## config.mk

```make
export PLATFORM = sky130hd
export DESIGN_NAME = pll_clock_control
export DESIGN_NICKNAME = d
export VERILOG_FILES = /design/src/logic/pll_clock_pkg.sv /design/src/logic/clock_divider.sv /design/src/logic/pll_clock_control.sv
export VERILOG_INCLUDE_DIRS = /design/src /design/src/logic
export SDC_FILE = /design/constraint.sdc
export NUM_CORES = 1
export LEC_CHECK = 0
export BUFFER_PORTS_ARGS = -buffer_cell sky130_fd_sc_hd__buf_2
export CAP_MARGIN = 20
export CORE_UTILIZATION = 45
export DETAILED_ROUTE_END_ITERATION = 10
export MAX_ROUTING_LAYER = met4
export PLACE_DENSITY = 0.71
export SYNTH_ARGS = -nofsm -noshare
export SYNTH_HDL_FRONTEND = slang
export SYNTH_SLANG_ARGS = --single-unit
```

## constraint.sdc

```tcl
create_clock -name I_SYS_CLK -period 2.7 [get_ports I_SYS_CLK]
set_clock_uncertainty 0.2 [all_clocks]
set_input_delay 0.135 -clock I_SYS_CLK [delete_from_list [all_inputs] [get_ports I_SYS_CLK]]
set_output_delay 0.135 -clock I_SYS_CLK [all_outputs]
set_load 0.05 [all_outputs]
```

## src/logic/pll_clock_map.svh

```systemverilog
`ifndef PLL_CLOCK_MAP_SVH
`define PLL_CLOCK_MAP_SVH

// Register indexes; byte address is four times the index
`define IDX_PLL_K_LO      6'h03
`define IDX_PLL_K_MID     6'h04
`define IDX_PLL_K_HI      6'h05
`define IDX_PLL_INT       6'h06
`define IDX_DIV_CTRL      6'h07
`define IDX_CLK_SEL       6'h08
`define IDX_AIF_RX_CTRL   6'h1c
`define IDX_CLK_STATUS    6'h20

// Reset values
`define RST_PLL_K_LO      8'h21
`define RST_PLL_K_MID     8'hfd
`define RST_PLL_K_HI      8'h36
`define RST_PLL_INT       8'h07
`define RST_DIV_CTRL      8'h16
`define RST_CLK_SEL       8'h18
`define RST_AIF_RX_CTRL   8'h00

// Field positions
`define POS_INT_PART_MSB  3
`define POS_PREDIVIDE     4
`define POS_POST_DIV_MSB  1
`define POS_FRAC_MODE     2
`define POS_MCLK_DIVIDE   3
`define POS_CLKOUT_DIV    4
`define POS_MCLK_SOURCE   7
`define POS_IF_MASTER     6
`define POS_K_HI_MSB      5

// Bus answers
`define RESP_OKAY         2'h0
`define RESP_SLVERR       2'h2

`endif

```

## src/logic/pll_clock_pkg.sv

```systemverilog
package pll_clock_pkg;
    typedef enum logic [1:0] {
        MODE_USER = 2'b01,
        MODE_RX   = 2'b10
    } pll_mode_t;
    typedef logic [1:0] post_div_t;
    typedef logic [4:0] half_count_t;
endpackage

```

## src/logic/clock_divider.sv

```systemverilog
`timescale 1ns/100ps
module clock_divider #(
    parameter int CNT_W = 5
) (
    input  wire logic             i_clk,
    input  wire logic             i_rst_b,
    input  wire logic             i_tick,
    input  wire logic [CNT_W-1:0] i_half,
    output logic                  o_level
);
    logic [CNT_W-1:0] cnt_ff;
    logic             lvl_ff;
    wire              wrap = i_tick && ((cnt_ff + 1'b1) >= i_half);
    wire [CNT_W-1:0]  nxt_cnt = wrap ? '0 : (i_tick ? cnt_ff + 1'b1 : cnt_ff);

    // Level toggles once every i_half ticks of the PLL output
    always_ff @(posedge i_clk) begin
        if (!i_rst_b) begin
            cnt_ff <= '0;
            lvl_ff <= 1'b0;
        end else begin
            cnt_ff <= nxt_cnt;
            lvl_ff <= wrap ? ~lvl_ff : lvl_ff;
        end
    end
    assign o_level = lvl_ff;
endmodule

```

## src/logic/pll_clock_control.sv

```systemverilog
// Summary of operation
// - Fraction mode bit, reset 1; zero ignores the fractional value.
// - Master select bit, reset 0: 0 pin input, 1 pin output.
// - Master clock source bit, reset 0: divided clock two or oscillator.
// - Rate select only applies to PLL source; oscillator passes unchanged.
// - Divided clock one factors from post divider and clock out codes.
// - Divided clock two factors from post divider and master divide.
// - Receive mode gives the fs multiples through the same dividers.
// - Master clock is reference for audio interface and transmitter.
// - Pin as input: transmitter reference follows the pin clock.
// - Predivide bit selects oscillator divided by one or two.
// - Ratio is integer plus 22-bit fraction; integer in low nibble.
// - Enabled receiver drives the post divider select itself.
`timescale 1ns/100ps
`include "pll_clock_map.svh"
module pll_clock_control #(
    parameter int ADDR_W = 8
) (
    input  wire logic                      I_SYS_CLK,
    input  wire logic                      I_RST_B,
    input  wire logic [ADDR_W-1:0]         I_AWADDR,
    input  wire logic                      I_AWVALID,
    output logic                           O_AWREADY,
    input  wire logic [31:0]               I_WDATA,
    input  wire logic [3:0]                I_WSTRB,
    input  wire logic                      I_WVALID,
    output logic                           O_WREADY,
    output logic [1:0]                     O_BRESP,
    output logic                           O_BVALID,
    input  wire logic                      I_BREADY,
    input  wire logic [ADDR_W-1:0]         I_ARADDR,
    input  wire logic                      I_ARVALID,
    output logic                           O_ARREADY,
    output logic [31:0]                    O_RDATA,
    output logic [1:0]                     O_RRESP,
    output logic                           O_RVALID,
    input  wire logic                      I_RREADY,
    input  wire logic                      I_F2_TICK,
    input  wire logic                      I_OSC_CLK,
    input  wire logic                      I_MCLK_I,
    input  wire logic                      I_RX_ENABLE,
    input  wire pll_clock_pkg::post_div_t  I_RX_POST_DIV,
    output logic                           O_MCLK_O,
    output logic                           O_MCLK_OE,
    output logic                           O_DIVIDED_CLOCK_ONE,
    output logic                           O_DIVIDED_CLOCK_TWO,
    output logic                           O_AIF_REF_CLK,
    output logic                           O_TX_REF_CLK,
    output logic [3:0]                     O_PLL_N,
    output logic [21:0]                    O_PLL_K,
    output logic                           O_PLL_PREDIV,
    output logic                           O_FRAC_EN,
    output pll_clock_pkg::post_div_t       O_POST_DIV
);
    import pll_clock_pkg::*;

    ////////////////////////////////////////////////////////////////////////
    // Register storage
    logic [7:0]  k_lo_ff;
    logic [7:0]  k_mid_ff;
    logic [7:0]  k_hi_ff;
    logic [7:0]  int_ff;
    logic [7:0]  div_ctrl_ff;
    logic [7:0]  clk_sel_ff;
    logic [7:0]  aif_ff;
    pll_mode_t   mode_ff;

    ////////////////////////////////////////////////////////////////////////
    // Bus slave
    logic        awready_ff;
    logic        wready_ff;
    logic        bvalid_ff;
    logic [1:0]  bresp_ff;
    logic        arready_ff;
    logic        rvalid_ff;
    logic [1:0]  rresp_ff;
    logic [31:0] rdata_ff;

    wire       wr_take = I_AWVALID && I_WVALID && !awready_ff && !bvalid_ff;
    wire       wr_do   = awready_ff;
    wire [5:0] wr_idx  = I_AWADDR[7:2];
    wire       wr_lane = wr_do && I_WSTRB[0];
    wire       rd_take = I_ARVALID && !arready_ff && !rvalid_ff;
    wire [5:0] rd_idx  = I_ARADDR[7:2];

    wire wr_k_lo  = wr_lane && (wr_idx == `IDX_PLL_K_LO);
    wire wr_k_mid = wr_lane && (wr_idx == `IDX_PLL_K_MID);
    wire wr_k_hi  = wr_lane && (wr_idx == `IDX_PLL_K_HI);
    wire wr_int   = wr_lane && (wr_idx == `IDX_PLL_INT);
    wire wr_div   = wr_lane && (wr_idx == `IDX_DIV_CTRL);
    wire wr_sel   = wr_lane && (wr_idx == `IDX_CLK_SEL);
    wire wr_aif   = wr_lane && (wr_idx == `IDX_AIF_RX_CTRL);

    function automatic logic mapped(input logic [5:0] idx);
        mapped = (idx == `IDX_PLL_K_LO) || (idx == `IDX_PLL_K_MID) ||
                 (idx == `IDX_PLL_K_HI) || (idx == `IDX_PLL_INT) ||
                 (idx == `IDX_DIV_CTRL) || (idx == `IDX_CLK_SEL) ||
                 (idx == `IDX_AIF_RX_CTRL) || (idx == `IDX_CLK_STATUS);
    endfunction

    wire [7:0] status_w;
    wire [7:0] rd_byte =
        (rd_idx == `IDX_PLL_K_LO)    ? k_lo_ff     :
        (rd_idx == `IDX_PLL_K_MID)   ? k_mid_ff    :
        (rd_idx == `IDX_PLL_K_HI)    ? k_hi_ff     :
        (rd_idx == `IDX_PLL_INT)     ? int_ff      :
        (rd_idx == `IDX_DIV_CTRL)    ? div_ctrl_ff :
        (rd_idx == `IDX_CLK_SEL)     ? clk_sel_ff  :
        (rd_idx == `IDX_AIF_RX_CTRL) ? aif_ff      :
        (rd_idx == `IDX_CLK_STATUS)  ? status_w    : 8'h00;

    always_ff @(posedge I_SYS_CLK) begin
        if (!I_RST_B) begin
            awready_ff <= 1'b0;
            wready_ff  <= 1'b0;
            bvalid_ff  <= 1'b0;
            bresp_ff   <= `RESP_OKAY;
        end else begin
            awready_ff <= wr_take;
            wready_ff  <= wr_take;
            bvalid_ff  <= wr_do ? 1'b1 : (bvalid_ff && !I_BREADY);
            bresp_ff   <= wr_do ? (mapped(wr_idx) ? `RESP_OKAY : `RESP_SLVERR)
                                : bresp_ff;
        end
    end

    always_ff @(posedge I_SYS_CLK) begin
        if (!I_RST_B) begin
            arready_ff <= 1'b0;
            rvalid_ff  <= 1'b0;
            rresp_ff   <= `RESP_OKAY;
            rdata_ff   <= 32'h0000_0000;
        end else begin
            arready_ff <= rd_take;
            rvalid_ff  <= arready_ff ? 1'b1 : (rvalid_ff && !I_RREADY);
            rresp_ff   <= arready_ff ? (mapped(rd_idx) ? `RESP_OKAY : `RESP_SLVERR)
                                     : rresp_ff;
            rdata_ff   <= arready_ff ? {24'h00_0000, rd_byte} : rdata_ff;
        end
    end

    // Fraction high byte keeps all eight bits; only bits 5:0 enter the fraction
    always_ff @(posedge I_SYS_CLK) begin
        if (!I_RST_B) begin
            k_lo_ff     <= `RST_PLL_K_LO;
            k_mid_ff    <= `RST_PLL_K_MID;
            k_hi_ff     <= `RST_PLL_K_HI;
            int_ff      <= `RST_PLL_INT;
            div_ctrl_ff <= `RST_DIV_CTRL;
            clk_sel_ff  <= `RST_CLK_SEL;
            aif_ff      <= `RST_AIF_RX_CTRL;
        end else begin
            k_lo_ff     <= wr_k_lo  ? I_WDATA[7:0] : k_lo_ff;
            k_mid_ff    <= wr_k_mid ? I_WDATA[7:0] : k_mid_ff;
            k_hi_ff     <= wr_k_hi  ? I_WDATA[7:0] : k_hi_ff;
            int_ff      <= wr_int   ? I_WDATA[7:0] : int_ff;
            div_ctrl_ff <= wr_div   ? I_WDATA[7:0] : div_ctrl_ff;
            clk_sel_ff  <= wr_sel   ? I_WDATA[7:0] : clk_sel_ff;
            aif_ff      <= wr_aif   ? I_WDATA[7:0] : aif_ff;
        end
    end

    ////////////////////////////////////////////////////////////////////////
    // Field decode
    wire        frac_en    = div_ctrl_ff[`POS_FRAC_MODE];
    wire        mclk_div   = div_ctrl_ff[`POS_MCLK_DIVIDE];
    wire [1:0]  clkout_div = div_ctrl_ff[`POS_CLKOUT_DIV+1:`POS_CLKOUT_DIV];
    wire        mclk_osc   = clk_sel_ff[`POS_MCLK_SOURCE];
    wire        if_master  = aif_ff[`POS_IF_MASTER];
    wire        predivide  = int_ff[`POS_PREDIVIDE];
    wire [3:0]  int_part   = int_ff[`POS_INT_PART_MSB:0];
    wire [21:0] frac_part  = {k_hi_ff[`POS_K_HI_MSB:0], k_mid_ff, k_lo_ff};
    wire [21:0] frac_eff   = frac_en ? frac_part : 22'h00_0000;
    wire [1:0]  user_pdiv  = div_ctrl_ff[`POS_POST_DIV_MSB:0];
    // Receiver owns the post divider while enabled
    wire [1:0]  post_div   = I_RX_ENABLE ? I_RX_POST_DIV : user_pdiv;

    assign status_w = {4'h0, if_master, mode_ff == MODE_RX, post_div};

    always_ff @(posedge I_SYS_CLK) begin
        if (!I_RST_B) begin
            mode_ff <= MODE_USER;
        end else begin
            case (mode_ff)
                MODE_USER: mode_ff <= I_RX_ENABLE ? MODE_RX : MODE_USER;
                MODE_RX:   mode_ff <= I_RX_ENABLE ? MODE_RX : MODE_USER;
                default:   mode_ff <= MODE_USER;
            endcase
        end
    end

    ////////////////////////////////////////////////////////////////////////
    // Post dividers: half periods in f2 ticks
    function automatic half_count_t divided_clock_one_half(input logic [1:0] fm,
                                              input logic [1:0] cod);
        case ({fm, cod})
            4'b0000: divided_clock_one_half = 5'h01;
            4'b0001: divided_clock_one_half = 5'h01;
            4'b0010: divided_clock_one_half = 5'h02;
            4'b0011: divided_clock_one_half = 5'h04;
            4'b0100: divided_clock_one_half = 5'h01;
            4'b0101: divided_clock_one_half = 5'h02;
            4'b0110: divided_clock_one_half = 5'h04;
            4'b0111: divided_clock_one_half = 5'h08;
            4'b1000: divided_clock_one_half = 5'h02;
            4'b1001: divided_clock_one_half = 5'h04;
            4'b1010: divided_clock_one_half = 5'h08;
            4'b1011: divided_clock_one_half = 5'h10;
            4'b1100: divided_clock_one_half = 5'h03;
            4'b1101: divided_clock_one_half = 5'h06;
            4'b1110: divided_clock_one_half = 5'h0c;
            default: divided_clock_one_half = 5'h18;
        endcase
    endfunction

    function automatic half_count_t divided_clock_two_half(input logic [1:0] fm,
                                              input logic       md);
        case ({fm, md})
            3'b000:  divided_clock_two_half = 5'h01;
            3'b001:  divided_clock_two_half = 5'h02;
            3'b010:  divided_clock_two_half = 5'h02;
            3'b011:  divided_clock_two_half = 5'h04;
            3'b100:  divided_clock_two_half = 5'h04;
            3'b101:  divided_clock_two_half = 5'h08;
            3'b110:  divided_clock_two_half = 5'h06;
            default: divided_clock_two_half = 5'h0c;
        endcase
    endfunction

    wire half_count_t half1 = divided_clock_one_half(post_div, clkout_div);
    wire half_count_t half2 = divided_clock_two_half(post_div, mclk_div);
    wire              divided_clock_one_lvl;
    wire              divided_clock_two_lvl;

    clock_divider #(.CNT_W(5)) u_div_one (
        .i_clk   (I_SYS_CLK),
        .i_rst_b (I_RST_B),
        .i_tick  (I_F2_TICK),
        .i_half  (half1),
        .o_level (divided_clock_one_lvl)
    );

    clock_divider #(.CNT_W(5)) u_div_two (
        .i_clk   (I_SYS_CLK),
        .i_rst_b (I_RST_B),
        .i_tick  (I_F2_TICK),
        .i_half  (half2),
        .o_level (divided_clock_two_lvl)
    );

    ////////////////////////////////////////////////////////////////////////
    // Master clock pin and references
    wire mclk_src = mclk_osc ? I_OSC_CLK : divided_clock_two_lvl;
    wire pin_lvl  = if_master ? mclk_src : I_MCLK_I;

    always_ff @(posedge I_SYS_CLK) begin
        if (!I_RST_B) begin
            O_MCLK_O      <= 1'b0;
            O_MCLK_OE     <= 1'b0;
            O_DIVIDED_CLOCK_ONE        <= 1'b0;
            O_DIVIDED_CLOCK_TWO        <= 1'b0;
            O_AIF_REF_CLK <= 1'b0;
            O_TX_REF_CLK  <= 1'b0;
        end else begin
            O_MCLK_O      <= if_master ? mclk_src : 1'b0;
            O_MCLK_OE     <= if_master;
            O_DIVIDED_CLOCK_ONE        <= divided_clock_one_lvl;
            O_DIVIDED_CLOCK_TWO        <= divided_clock_two_lvl;
            O_AIF_REF_CLK <= pin_lvl;
            O_TX_REF_CLK  <= pin_lvl;
        end
    end

    always_ff @(posedge I_SYS_CLK) begin
        if (!I_RST_B) begin
            O_PLL_N      <= 4'h0;
            O_PLL_K      <= 22'h00_0000;
            O_PLL_PREDIV <= 1'b0;
            O_FRAC_EN    <= 1'b0;
            O_POST_DIV   <= 2'h0;
        end else begin
            O_PLL_N      <= int_part;
            O_PLL_K      <= frac_eff;
            O_PLL_PREDIV <= predivide;
            O_FRAC_EN    <= frac_en;
            O_POST_DIV   <= post_div;
        end
    end

    assign O_AWREADY = awready_ff;
    assign O_WREADY  = wready_ff;
    assign O_BVALID  = bvalid_ff;
    assign O_BRESP   = bresp_ff;
    assign O_ARREADY = arready_ff;
    assign O_RVALID  = rvalid_ff;
    assign O_RRESP   = rresp_ff;
    assign O_RDATA   = rdata_ff;
endmodule

```

# ---- Word level (Yosys, flattened, before mapping)
# Memory sizes are Yosys's and may differ from the RTL's.
# Cells that the tools add are included.
# Widths: inputs -> output; s select.
dict set report totals {
  reg_bits 121
  latchBits 0
  ram_bits 0
  rom_bits 80
  in_bits 65
  out_inout_bits 77
  wordCells 124
  n_memories 1
}
# name words width read_ports rd_clocked_by_memory_dff write_ports line_no
set memory_table {}
lappend memory_table {{(name not given)} 16 5 1 0 0 pll_clock_control.sv:196} ;# case ({fm, cod})
dict set report op_classes {
  n_addsub 2
  n_mul 0
  div_mod_pow 0
  order_cmp 2
  eq_ne 24
  shifts 0
  muxes 17
  bitwise 3
  reduce_logical 46
}
# op count
set op_table {}
lappend op_table {{$mux 8} 7}
lappend op_table {{$eq 6x3->1 const B} 8}
lappend op_table {{$pmux 4 s5} 1}
lappend op_table {{$logic_and 1x1->1} 17}
lappend op_table {{$logic_or 1x1->1} 14}
lappend op_table {{$eq 6x2->1 const B} 2}
lappend op_table {{$eq 6x4->1 const B} 2}
lappend op_table {{$eq 6x5->1 const B} 2}
lappend op_table {{$eq 6x6->1 const B} 2}
lappend op_table {{$add 5x1->5 const B} 2}
lappend op_table {{$reduce_or 2->1} 5}
lappend op_table {{$eq 3x3->1 const B} 3}
lappend op_table {{$mux 2} 4}
lappend op_table {{$eq 3x2->1 const B} 2}
lappend op_table {{$logic_not 1->1} 6}
lappend op_table {{$reduce_and 2->1} 3}
lappend op_table {{$ge 5x4->1} 1}
lappend op_table {{$ge 5x5->1} 1}
lappend op_table {{$mux 1} 4}
lappend op_table {{$mux 4} 1}
lappend op_table {{$eq 3x1->1 const B} 1}
lappend op_table {{$logic_not 3->1} 1}
lappend op_table {{$not 1->1} 3}
lappend op_table {{$eq 2x1->1 const B} 1}
lappend op_table {{$eq 2x2->1 const B} 1}

# ---- Logic depth before layout (Yosys ltp)
# Gate-level depths: netlist (run 1).
dict set report depth {
  depth_word 9
  ltp_mapped 9
  mapped_depth_nobuf 9
}

# ---- Modules after synthesis
# A second synthesis (run 1) with hierarchy kept.
dict set report unflattened {
  hier_cells 611
  hier_area_um2 5740.5
}
# mod instances cells_each area_per_inst_um2
set modules_own_cells {}
lappend modules_own_cells {pll_clock_control 1 495 4774.6}
lappend modules_own_cells {clock_divider 2 58 483.0}

# ---- Worst setup path before layout (run 1)
# OpenSTA, ideal clock, no wires.
dict set report synth_path {
  path_kind {reg-to-reg}
  from {register div_ctrl_ff[0]}
  to {register u_div_two.cnt_ff[0]}
  arrival_ns 2.133
  setup_slack_ns 0.281
  path_stages_with_launch 8
  period_less_slack_ns 2.419
  path_cell_list {dfxtp_1 -> mux2i_1 -> nand2_1 -> mux2_2 -> ha_1 -> a211oi_1 -> o31ai_1 -> a211oi_1}
}
dict set report synth_via {
  elab_chain_len 7
}
# item line_no
set synth_rtl {}
lappend synth_rtl {{start: declaration} pll_clock_control.sv:63} ;# logic [7:0] div_ctrl_ff;
lappend synth_rtl {{start signal: assignment} pll_clock_control.sv:149} ;# div_ctrl_ff <= `RST_DIV_CTRL;
lappend synth_rtl {{start signal: assignment} pll_clock_control.sv:157} ;# div_ctrl_ff <= wr_div ? I_WDATA[7:0] : div_ctrl_ff;
lappend synth_rtl {{$mux 2 (*)} pll_clock_control.sv:176} ;# wire [1:0] post_div = I_RX_ENABLE ? I_RX_POST_DIV : user_pdiv;
lappend synth_rtl {{$eq 3x3->1, or another cell as far along} pll_clock_control.sv:218} ;# case ({fm, md})
lappend synth_rtl {{$reduce_or 2->1 (no source line)} -}
lappend synth_rtl {{$pmux 4 s5 (*)} pll_clock_control.sv:218}
lappend synth_rtl {{$ge 5x4->1 (*)} clock_divider.sv:13} ;# wire wrap = i_tick && ((cnt_ff + 1'b1) >= i_half);
lappend synth_rtl {{$logic_and 1x1->1 (*)} clock_divider.sv:13}
lappend synth_rtl {{$reduce_or 2->1 (no source line) (*)} -}
lappend synth_rtl {{end signal: assignment} clock_divider.sv:22} ;# cnt_ff <= nxt_cnt;
lappend synth_rtl {{end: declaration} clock_divider.sv:11} ;# logic [CNT_W-1:0] cnt_ff;
# Mark *: on every way between the ends. The rest lies on a longest branch, timed or not.
# A chain may end at the register's enable or synchronous reset.

# ---- Worst setup path in the final report (run 1)
dict set report layout_path {
  from {input I_RX_ENABLE}
  to {register u_div_two.cnt_ff[0]}
}
dict set report layout_via {
  elab_chain_len 7
}
# item line_no
set layout_rtl {}
lappend layout_rtl {{start: declaration} pll_clock_control.sv:41} ;# input wire logic I_RX_ENABLE,
lappend layout_rtl {{$mux 2 (*)} pll_clock_control.sv:176}
lappend layout_rtl {{$eq 3x3->1, or another cell as far along} pll_clock_control.sv:218}
lappend layout_rtl {{$reduce_or 2->1 (no source line)} -}
lappend layout_rtl {{$pmux 4 s5 (*)} pll_clock_control.sv:218}
lappend layout_rtl {{$ge 5x4->1 (*)} clock_divider.sv:13}
lappend layout_rtl {{$logic_and 1x1->1 (*)} clock_divider.sv:13}
lappend layout_rtl {{$reduce_or 2->1 (no source line) (*)} -}
# Marks and branches as above.

==> results of run 1 <==
cell usage in the layout, fill, tap and decap left out, types with 8 or more instances in the layout:
master	count
dlygate4sd3_1	23
a21oi_1	14
conb_1	26
dfxtp_1	119
buf_2	84
nand2_1	48
o21ai_0	8
mux2i_1	61
inv_1	29
nor2_1	52
buf_4	13
nor3_1	17
and3_1	26
clkbuf_16	17
a211oi_1	10
ha_1	16
nand3_1	9
power groups by stage:
stage | logic (mW) | registers, mW | clock network (mW)
final | 0.526 | 1.82 | 2.15
after global routing | 0.563 | 1.83 | 2.28
after CTS | 0.517 | 1.82 | 2.20
after detailed placement | 0.491 | 1.86 | 0
after global placement | 0.483 | 1.86 | 0
after floorplan | 0.304 | 1.95 | 0
cells by family (layout without fill, tap and decap cells):
family / after synthesis / count (layout) / share of synthesized area
and+or+nand+nor: 212 / 212 / 0.199
DFF: 119 / 119 / 0.422
buffers and inverters: 95 / 182 / 0.0860
AOI/OAI and AO/OA: 84 / 84 / 0.108
muxes: 69 / 69 / 0.128
adders and majority gates: 16 / 16 / 0.0355
xor gates and xnor gates: 13 / 13 / 0.0202
other: 1 / 26 / 0.000665
worst reg2reg max path, stage by stage (launching register included):
cell      delay, ps
dfxtp_1         450
inv_1           120
ha_1            200
mux4_2          450
inv_1            70
ha_1            220
a21o_1          180
a2111o_1        410
o311ai_0         80
registers in the layout, summed over array words and instances (netlist names), 2 cells and up:
register	cells
u_div_two.cnt_ff	5
O_PLL_N	4
O_RDATA	8
O_PLL_K	22
k_mid_ff	8
mode_ff	2
aif_ff	8
k_lo_ff	8
u_div_one.cnt_ff	5
O_POST_DIV	2
div_ctrl_ff	8
clk_sel_ff	8
int_ff	8
k_hi_ff	8
what timing repair did:
action                                  in CTS  in global routing
endpoints found under the hold margin       69                  1
setup buffers                                0                  0
gates resized for setup                      0                  1
hold buffers                                22                  1
endpoints found under the setup margin       0                  4
metal layers:
layer  vias up  wire, um
met4         0       301
met2       179      6510
li1       2314         -
met1      2217      6370
met3        20       851
met5         -         0
worst max path at each step:
stage / slack (ps) / to / from / cells past startpoint
3_3_place_gp: 290 / u_div_one.o_level / div_ctrl_ff[5] / 8
2_1_floorplan: 280 / u_div_two.cnt_ff[0] / div_ctrl_ff[0] / 7
3_5_place_dp: 250 / u_div_one.o_level / div_ctrl_ff[5] / 8
6_report: 160 / u_div_two.cnt_ff[0] / I_RX_ENABLE / 10
4_1_cts: 160 / u_div_two.cnt_ff[1] / I_RX_ENABLE / 11
5_1_grt: 60 / u_div_two.cnt_ff[1] / I_RX_ENABLE / 10
per-stage QoR:
stage	setup WS (ps)	area (um^2)
CTS	164	6890
detailed placement	246	6100
global route	55.2	6910
global placement	289	6100
finish	163	6910
floorplan	281	5740
cell type report:
type                       count  share of cell area
inverter                      30              0.0163
clock inverter                14              0.0207
tap                          168              0.0304
multi-input combinational    420               0.417
clock buffer                  18              0.0621
sequential                   119               0.345
timing repair buffer         120               0.108
==> key figures, run 1 <==
Yosys
  – Syn Inst Count: 609
  – Sequential fraction of the synthesis area: 0.422
  – Post-synth EDFFs: 0
  – Area leader, netlist: dfxtp_1
  – Top post-synthesis cells by area: dfxtp_1 42%, mux2i_1 11%, buf_4 3.9%, ha_1 3.5%, nor2_1 3.5%
  – Top FF cell, synth: dfxtp_1
  – Synth unique cells: 65
  – Most frequent cell after synthesis: dfxtp_1
  – Mapped Area: 5640 um^2
  – Post-synthesis register bit count: 119
  – Syn_area_per_cell: 9.27 um^2
  – Yosys warnings: 0
  – Async SR Flop Fraction: 0
  – Post-synth top cells: 119 x dfxtp_1, 61 x mux2i_1, 52 x nor2_1, 48 x nand2_1
  – Top-area cell type share of the netlist area: 0.422

Power
  – Clock Power Share: 0.478
  – Peak VDD IR: 0.410 mV
  – Final Total Pwr: 4.50 mW
  – Power per cell area: 652 nW/um^2
  – Switching pwr: 1.26 mW
  – Net Sw Frac: 0.280
  – Leak: 3.06 nW
  – Pint: 3.24 mW
  – Seq pwr share: 0.405
  – Combinational power share: 0.117

Worst setup path
  – Depth of the most critical reg-to-reg path: 8
  – CP Class: in -> reg
  – R2R setup slack: 230 ps
  – CP top delay family: buffers and inverters
  – Type of origin of the critical path: primary input
  – CP arrival: 2600 ps
  – CP max stage delay: 520 ps
  – Buffers plus inverters on the worst setup path: 3
  – CP max stage cell: dlygate4sd3_1
  – WP data required: 2770 ps
  – Worst R2R End: u_div_one.o_level
  – Worst-path cell chain: dlygate4sd3_1 -> buf_2 -> mux2i_1 -> buf_4 -> nand2_1 -> mux2_2 -> ha_1 -> a211oi_2 -> o31ai_1 -> a211oi_1
  – Critical Path Sink Type: flop
  – Worst Path Max Fanout: 5
  – Reg2reg start: div_ctrl_ff[5]

GRT
  – GR Util met2: 0.352
  – Met1 track utilization from global routing: 0.297
  – GRT Total Usage: 0.231
  – Initial antenna violation count: 0
  – Largest net degree at the start of global routing: 50
  – Grt peak-use layer: met2
  – Global-route wire length before repair: 22200 um
  – Vias in the first global route: 4304
  – Global route overflow: 0
  – Grt met3 use: 0.0489

Finish
  – Area of the multi-input gates: 2880 um^2
  – Syn-to-layout area delta: 22.4%
  – Diodes inserted: 0
  – Layout cells sized above 1: 0.202
  – Storage cell area: 2380 um^2
  – Fin cells: 889
  – Final nets: 789
  – Final core utilization: 0.570
  – Fill cells: 1098

Clock tree
  – CTS Sinks: 119
  – Root Driver: clkbuf_16
  – Clk_lat worst skew: 410 ps
  – H-tree lvl count: 4
  – CTS tree: built
  – CTS max path bufs: 2
  – Number of buffers created by CTS: 17
  – Clock-pin slew on the worst setup and hold paths: 60 ps

Hold path
  – Hold Path Stages: 5
  – Hold path start: I_AWADDR[5]
  – WHS Endpoint: O_BRESP[1]
  – Hold Crit Class: in -> reg

STA
  – Tmin final: 2540 ps
  – Min Hold Slack: 52.2 ps
  – Final Hold Vio Count: 0
  – Unrepaired setup endpoints after global routing: false
  – F_max: 394 MHz
  – Fin. max-slew vios: 0
  – Worst slew pin tran: 802 ps
  – Slew HR: 0.452
  – Fin crit share: 0.940
  – Final setup TNS: 0 ps
  – Setup violators final: 0

Die
  – Initial Util: 0.466
  – Placement row count: 40
  – Die Height: 114 um
  – DIE WIDTH: 114 um
  – Area of the die: 13000 um^2
  – IO Count: 142
  – Core Area: 12100 um^2

Drt
  – DR iter-0 viols: 464
  – Routed WL per cell: 15.8 um
  – Total Wirelength: 14000 um
  – DR DRC count: 0
  – Vias after detailed routing: 4730
  – Pre-Repair DR Iteration Count: 5
  – ANT nets after route: 0
  – Via/cell ratio: 5.32

Placement
  – Placed instance count: 834
  – Routability Congestion: 0.878
  – Port bufs: 84
  – Final HPWL DP: 9950 um

Run status
  – Status: completed

Job
  – Max cap viols: 0
(Power assumes the default switching activity.)
==> run 2, diff against run 1 <==
--- a/config.mk
+++ b/config.mk
@@ -12,6 +12,7 @@
 export DETAILED_ROUTE_END_ITERATION = 10
 export MAX_ROUTING_LAYER = met4
 export PLACE_DENSITY = 0.71
+export RECOVER_POWER = 25
 export SYNTH_ARGS = -nofsm -noshare
 export SYNTH_HDL_FRONTEND = slang
 export SYNTH_SLANG_ARGS = --single-unit
==> run 2 against run 1 <==
Hold slack about the same. Power is 0.17% lower. Maximum frequency grew 0.19%. Utilization shrank 0.34 points. Sequential share of layout area increased by 0.21 points. Register-to-register slack hardly changed. Routed wire length rose by 0.15%. Sequential power about the same. Combinational power down 1%. Final cell count stayed put. Critical endpoint unchanged. Highest routed layer unchanged.
==> key figures, run 2 (synthesis gave the netlist of run 1 again) <==
Run status
  – Status: completed

Finish
  – Syn-to-layout area delta: 21.6%
  – Layout cells sized above 1: 0.162 (-0.0402)
  – Most common cell after layout, fill and taps aside: dfxtp_1
  – Storage cell area: 2380 um^2 (unchanged)
  – Largest Register: O_PLL_K
  – Final core utilization: 0.567 (-0.00341)
  – Most frequent cells in the layout: 119 x dfxtp_1, 61 x mux2i_1, 56 x buf_2
  – Largest register FFs: 22 (unchanged)
  – Fill cells: 1111 (+1.2%)
  – Area of the multi-input gates: 2880 um^2 (unchanged)
  – Diodes inserted: 0 (unchanged)
  – Final nets: 789 (unchanged)

Worst setup path
  – Crit path from: I_RX_ENABLE
  – Worst Path Max Fanout: 5 (unchanged)
  – Worst-path cell chain: dlygate4sd3_1 -> buf_2 -> mux2i_1 -> buf_4 -> nand2_1 -> mux2_2 -> ha_1 -> a211oi_2 -> o31ai_1 -> a211oi_1
  – CP max stage delay: 520 ps (about the same)
  – CP top delay family: buffers and inverters
  – Critical Path Sink Type: flop
  – CP Class: in -> reg
  – WP data required: 2770 ps (about the same)
  – Buffers plus inverters on the worst setup path: 3 (unchanged)
  – CP max stage cell: dlygate4sd3_1
  – Type of origin of the critical path: primary input
  – Reg2reg start: div_ctrl_ff[5]
  – CP arrival: 2600 ps (about the same)

Drt
  – Via/cell ratio: 5.28 (-0.80%)
  – Vias after detailed routing: 4692 (-0.80%)
  – DR iter-0 viols: 483 (+4.1%)
  – ANT nets after route: 0 (unchanged)
  – Pre-Repair DR Iteration Count: 5 (unchanged)
  – Total Wirelength: 14100 um (+0.15%)
  – DR DRC count: 0 (unchanged)
  – Routed WL per cell: 15.8 um (+0.15%)

Power
  – Leak: 2.96 nW (-3.4%)
  – Peak VDD IR: 0.410 mV (about the same)
  – Switching pwr: 1.26 mW (-0.14%)
  – Clock Power Share: 0.478 (about the same)
  – Pint: 3.24 mW (-0.18%)
  – Combinational power share: 0.116 (about the same)
  – Net Sw Frac: 0.280 (about the same)
  – Seq pwr share: 0.406 (about the same)
  – Power per cell area: 655 nW/um^2 (+0.43%)

Die
  – DIE WIDTH: 114 um (unchanged)
  – Placement row count: 40 (unchanged)
  – Area of the die: 13000 um^2 (unchanged)
  – IO Count: 142 (unchanged)
  – Die Height: 114 um (unchanged)
  – Core Area: 12100 um^2 (unchanged)
  – Initial Util: 0.466 (unchanged)

Clock tree
  – CTS Sinks: 119 (unchanged)
  – Clk_lat worst skew: 410 ps (about the same)
  – H-tree lvl count: 4 (unchanged)
  – Number of buffers created by CTS: 17 (unchanged)
  – Post CTS Setup Buffer Count: 0 (unchanged)
  – Clock-pin slew on the worst setup and hold paths: 60 ps (about the same)
  – CTS max path bufs: 2 (unchanged)
  – CTS tree: built
  – Root Driver: clkbuf_16

STA
  – Tmin final: 2530 ps (-4.71 ps)
  – Setup violators final: 0 (unchanged)
  – Fin. max-slew vios: 0 (unchanged)
  – Final setup TNS: 0 ps (unchanged)
  – Unrepaired setup endpoints after global routing: false
  – Slew HR: 0.481 (+0.0293)
  – Worst slew pin tran: 759 ps (-42.8 ps)
  – F_max: 395 MHz (+0.19%)
  – Final Hold Vio Count: 0 (unchanged)
  – Fin crit share: 0.938 (-0.00174)

GRT
  – Global route overflow: 0 (unchanged)
  – GRT Total Usage: 0.231 (unchanged)
  – Vias in the first global route: 4304 (unchanged)
  – Largest net degree at the start of global routing: 50 (unchanged)
  – Global-route wire length before repair: 22200 um (unchanged)
  – Initial antenna violation count: 0 (unchanged)

Hold path
  – Hold path start: I_AWADDR[5]
  – Hold Crit Class: in -> reg

Placement
  – Port bufs: 84 (unchanged)
  – Final HPWL DP: 9950 um (unchanged)
  – Routability Congestion: 0.878 (unchanged)

Job
  – Max cap viols: 0 (unchanged)
run 2: worst paths after layout:
path | endpoint | slack, ps | cells past startpoint
min reg2reg | O_WREADY | 240 | 1
min | O_BRESP[1] | 50 | 5
max reg2reg | u_div_one.o_level | 220 | 8
max | u_div_two.cnt_ff[0] | 170 | 10
run 2: worst reg2reg max path, stage by stage, from the launching register on:
cell and delay (ps):
dfxtp_1 450, inv_1 120, ha_1 200, mux4_2 450, inv_1 70, ha_1 220, a21o_1 180, a2111o_1 410
o311ai_0 80
run 2: layer usage:
layer  wire length, um  track usage
met1              6350        0.297
met2              6540        0.352
met3               865       0.0489
met4               303       0.0961
met5                 0            -
run 2: power groups by stage:
stage          Combinational [mW]  Clock, mW  Sequential (mW)
3_5_place_dp                0.491          0             1.86
2_1_floorplan               0.304          0             1.95
6_report                    0.520       2.15             1.83
4_1_cts                     0.517       2.20             1.82
3_3_place_gp                0.483          0             1.86
5_1_grt                     0.557       2.28             1.83
run 2: area by class of cell:
class | instances | share of cell area
tap | 168 | 0.0306
inverter | 30 | 0.0164
multi-input combinational | 420 | 0.420
clock inverter | 14 | 0.0208
sequential | 119 | 0.347
clock buffer | 18 | 0.0625
timing repair buffer | 120 | 0.103
run 2: repair_timing:
action                                  CTS  global route
hold buffers                             22             1
resized for setup                         0             1
endpoints found under the hold margin    69             1
endpoints found under the setup margin    0             4
run 2: metrics by stage:
stage	power [mW]	instances	hold WS [ps]	setup WS (ps)	instance area, um^2
after global routing	4.66	889	104	55.2	6860
after global placement	2.34	834	159	289	6100
after CTS	4.54	888	0.0436	164	6890
final	4.50	889	52.5	168	6860
after detailed placement	2.35	834	172	246	6100
after floorplan	2.25	634	54.4	281	5740
==> run 3, diff against run 2 <==
--- a/config.mk
+++ b/config.mk
@@ -8,10 +8,10 @@
 export LEC_CHECK = 0
 export BUFFER_PORTS_ARGS = -buffer_cell sky130_fd_sc_hd__buf_2
 export CAP_MARGIN = 20
-export CORE_UTILIZATION = 45
+export CORE_UTILIZATION = 50
 export DETAILED_ROUTE_END_ITERATION = 10
 export MAX_ROUTING_LAYER = met4
-export PLACE_DENSITY = 0.71
+export PLACE_DENSITY = 0.78
 export RECOVER_POWER = 25
 export SYNTH_ARGS = -nofsm -noshare
 export SYNTH_HDL_FRONTEND = slang
==> constraint.sdc (replaced) <==
create_clock -name I_SYS_CLK -period 2.7 [get_ports I_SYS_CLK]
set_clock_uncertainty 0.2 [all_clocks]
set_input_delay 0.135 -clock I_SYS_CLK [delete_from_list [all_inputs] [get_ports I_SYS_CLK]]
set_output_delay 0.135 -clock I_SYS_CLK [all_outputs]
set_load 0.005 [all_outputs]
==> run 3 against run 2 <==
Sequential share of layout area rose by 0.20 points. Maximum frequency is 4.2% lower. Die area fell by 9.8%. First-iteration DRC count shrank 27%. Sequential power about the same. Via count increased by 2.9%. Final area down 0.58%. Critical path type unchanged.
==> key figures, run 3 (synthesis gave the netlist of run 1 again) <==
Worst setup path
  – CP Class: in -> reg
  – Worst R2R End: u_div_one.o_level
  – CP max stage delay: 530 ps (about the same)
  – Type of origin of the critical path: primary input
  – CP top delay family: buffers and inverters
  – Number of cells on the critical path: 10 (unchanged)
  – Worst-path cell chain: dlygate4sd3_1 -> buf_2 -> mux2i_2 -> buf_4 -> mux4_2 -> inv_1 -> ha_1 -> a21o_1 -> a2111o_1 -> o311ai_0
  – Worst Path Max Fanout: 4 (-1)
  – WP data required: 2780 ps (about the same)
  – CP max stage cell: dlygate4sd3_1
  – Critical Path Sink Type: flop
  – Reg2reg start: div_ctrl_ff[5]
  – Buffers plus inverters on the worst setup path: 4 (+1)
  – R2R setup slack: 160 ps (-60 ps)
  – CP arrival: 2730 ps (+130 ps)
  – Depth of the most critical reg-to-reg path: 8 (unchanged)

Power
  – Peak VDD IR: 0.684 mV (+67%)
  – Power per cell area: 622 nW/um^2 (-5.0%)
  – Leak: 2.98 nW (+0.91%)

GRT
  – Global-route wire length before repair: 22400 um (+0.96%)
  – Vias in the first global route: 4447 (+3.3%)
  – Largest net degree at the start of global routing: 33 (-34%)
  – GRT Total Usage: 0.260 (+0.0286)
  – Global route overflow: 0 (unchanged)
  – Initial antenna violation count: 0 (unchanged)

Hold path
  – WHS Endpoint: O_BRESP[1]
  – Hold Path Stages: 5 (unchanged)
  – Hold Crit Class: in -> reg
  – Hold path start: I_AWADDR[5]

Drt
  – Pre-Repair DR Iteration Count: 5 (unchanged)
  – ANT nets after route: 0 (unchanged)
  – DR DRC count: 0 (unchanged)
  – Vias after detailed routing: 4829 (+2.9%)
  – Routed WL per cell: 16.7 um (+5.6%)
  – DR iter-0 viols: 353 (-27%)
  – Via/cell ratio: 5.62 (+6.4%)
  – Total Wirelength: 14400 um (+2.1%)

Clock tree
  – H-tree lvl count: 4 (unchanged)
  – Root Driver: clkbuf_16
  – Number of buffers created by CTS: 17 (unchanged)
  – Clock-pin slew on the worst setup and hold paths: 60 ps (about the same)
  – CTS max path bufs: 2 (unchanged)
  – Clk_lat worst skew: 410 ps (about the same)
  – CTS tree: built
  – CTS Sinks: 119 (unchanged)

STA
  – Unrepaired setup endpoints after global routing: false
  – Fin. max-slew vios: 0 (unchanged)
  – Slew HR: 0.498 (+0.0172)
  – Setup violators final: 0 (unchanged)
  – Worst slew pin tran: 753 ps (-6.15 ps)
  – F_max: 378 MHz (-4.2%)
  – Final Hold Vio Count: 0 (unchanged)
  – Min Hold Slack: 12.3 ps (-40.2 ps)
  – Fin crit share: 0.979 (+0.0411)
  – Post-layout worst setup margin: 56.5 ps (-111 ps)
  – Tmin final: 2640 ps (+111 ps)
  – Final setup TNS: 0 ps (unchanged)

Finish
  – Fill cells: 894 (-20%)
  – Most common cell after layout, fill and taps aside: dfxtp_1
  – Diodes inserted: 0 (unchanged)
  – Syn-to-layout area delta: 20.9%
  – Final nets: 788 (-0.13%)
  – Largest register FFs: 22 (unchanged)
  – Largest Register: O_PLL_K
  – Most frequent cells in the layout: 119 x dfxtp_1, 66 x buf_2, 60 x mux2i_1
  – Layout cells sized above 1: 0.181 (+0.0183)

Die
  – Placement row count: 38 (-5.0%)
  – Core Area: 10900 um^2 (-9.7%)
  – Initial Util: 0.516 (+0.0501)
  – DIE WIDTH: 108 um (-5.0%)
  – Area of the die: 11700 um^2 (-9.8%)
  – Die Height: 108 um (-5.0%)
  – IO Count: 142 (unchanged)

Placement
  – Pre-CTS setup slack: 214 ps (-32.0 ps)
  – Routability Congestion: 0.905 (+3.1%)
  – Final HPWL DP: 9790 um (-1.6%)
  – Port bufs: 84 (unchanged)

Run status
  – Status: completed

Job
  – Max cap viols: 0 (unchanged)
-- run 3: cell count changes in the layout (fill, tap and decap cells not counted), sizes merged --
cell | before | now
buf | 67 | 78
clkbuf | 48 | 35
bufinv | 1 | 0
clkinvlp | 2 | 4
-- run 3: worst max path at each step --
stage | from | endpoint | slack, ps
floorplan | div_ctrl_ff[0] | u_div_two.cnt_ff[0] | 280
global placement | div_ctrl_ff[5] | u_div_one.o_level | 300
detailed placement | div_ctrl_ff[5] | u_div_one.o_level | 210
CTS | I_RX_ENABLE | u_div_two.cnt_ff[1] | 80
global route | I_RX_ENABLE | u_div_one.o_level | 5
finish | I_RX_ENABLE | u_div_one.o_level | 60
-- run 3: timing repair --
action | in CTS | in global routing
hold endpoints to repair | 70 | 0
hold buffers | 23 | 0
setup endpoints to repair | 0 | 6
gates resized for setup | 0 | 3
setup buffers | 0 | 1
-- run 3: final cells by class --
class	instances	area (um^2)	share of cell area
sequential	119	2380	0.349
clock buffer	17	425	0.0623
timing repair buffer	119	718	0.105
tap	140	175	0.0257
clock inverter	15	121	0.0178
inverter	30	113	0.0165
multi-input combinational	420	2890	0.423
-- run 3: metal layers --
layer | GRT usage | up-vias | routed length, um
met1 | 0.330 | 2241 | 6220
met5 | - | - | 0
met4 | 0.112 | 0 | 336
met2 | 0.393 | 241 | 6710
met3 | 0.0609 | 33 | 1100
li1 | - | 2314 | -
-- run 3: stage by stage --
stage	instances	util	power (mW)	area (um^2)
2_1_floorplan	634	-	2.09	5740
3_3_place_gp	804	0.553	2.17	6050
3_5_place_dp	804	0.553	2.19	6050
4_1_cts	859	0.624	4.25	6830
5_1_grt	860	0.624	4.40	6820
6_report	860	0.624	4.25	6820
-- run 3: worst min-delay path, stage by stage --
cell and delay (ps):
buf_2 100, nor3_1 60, nand3_1 70, o211ai_1 80, a21oi_1 130
-- run 3: report_power, final --
part / switching, mW / total [mW] / internal [mW]
clock network: 0.871 / 2.06 / 1.19
registers: 0.0279 / 1.83 / 1.80
logic: 0.211 / 0.360 / 0.149
total: 1.11 / 4.25 / 3.14
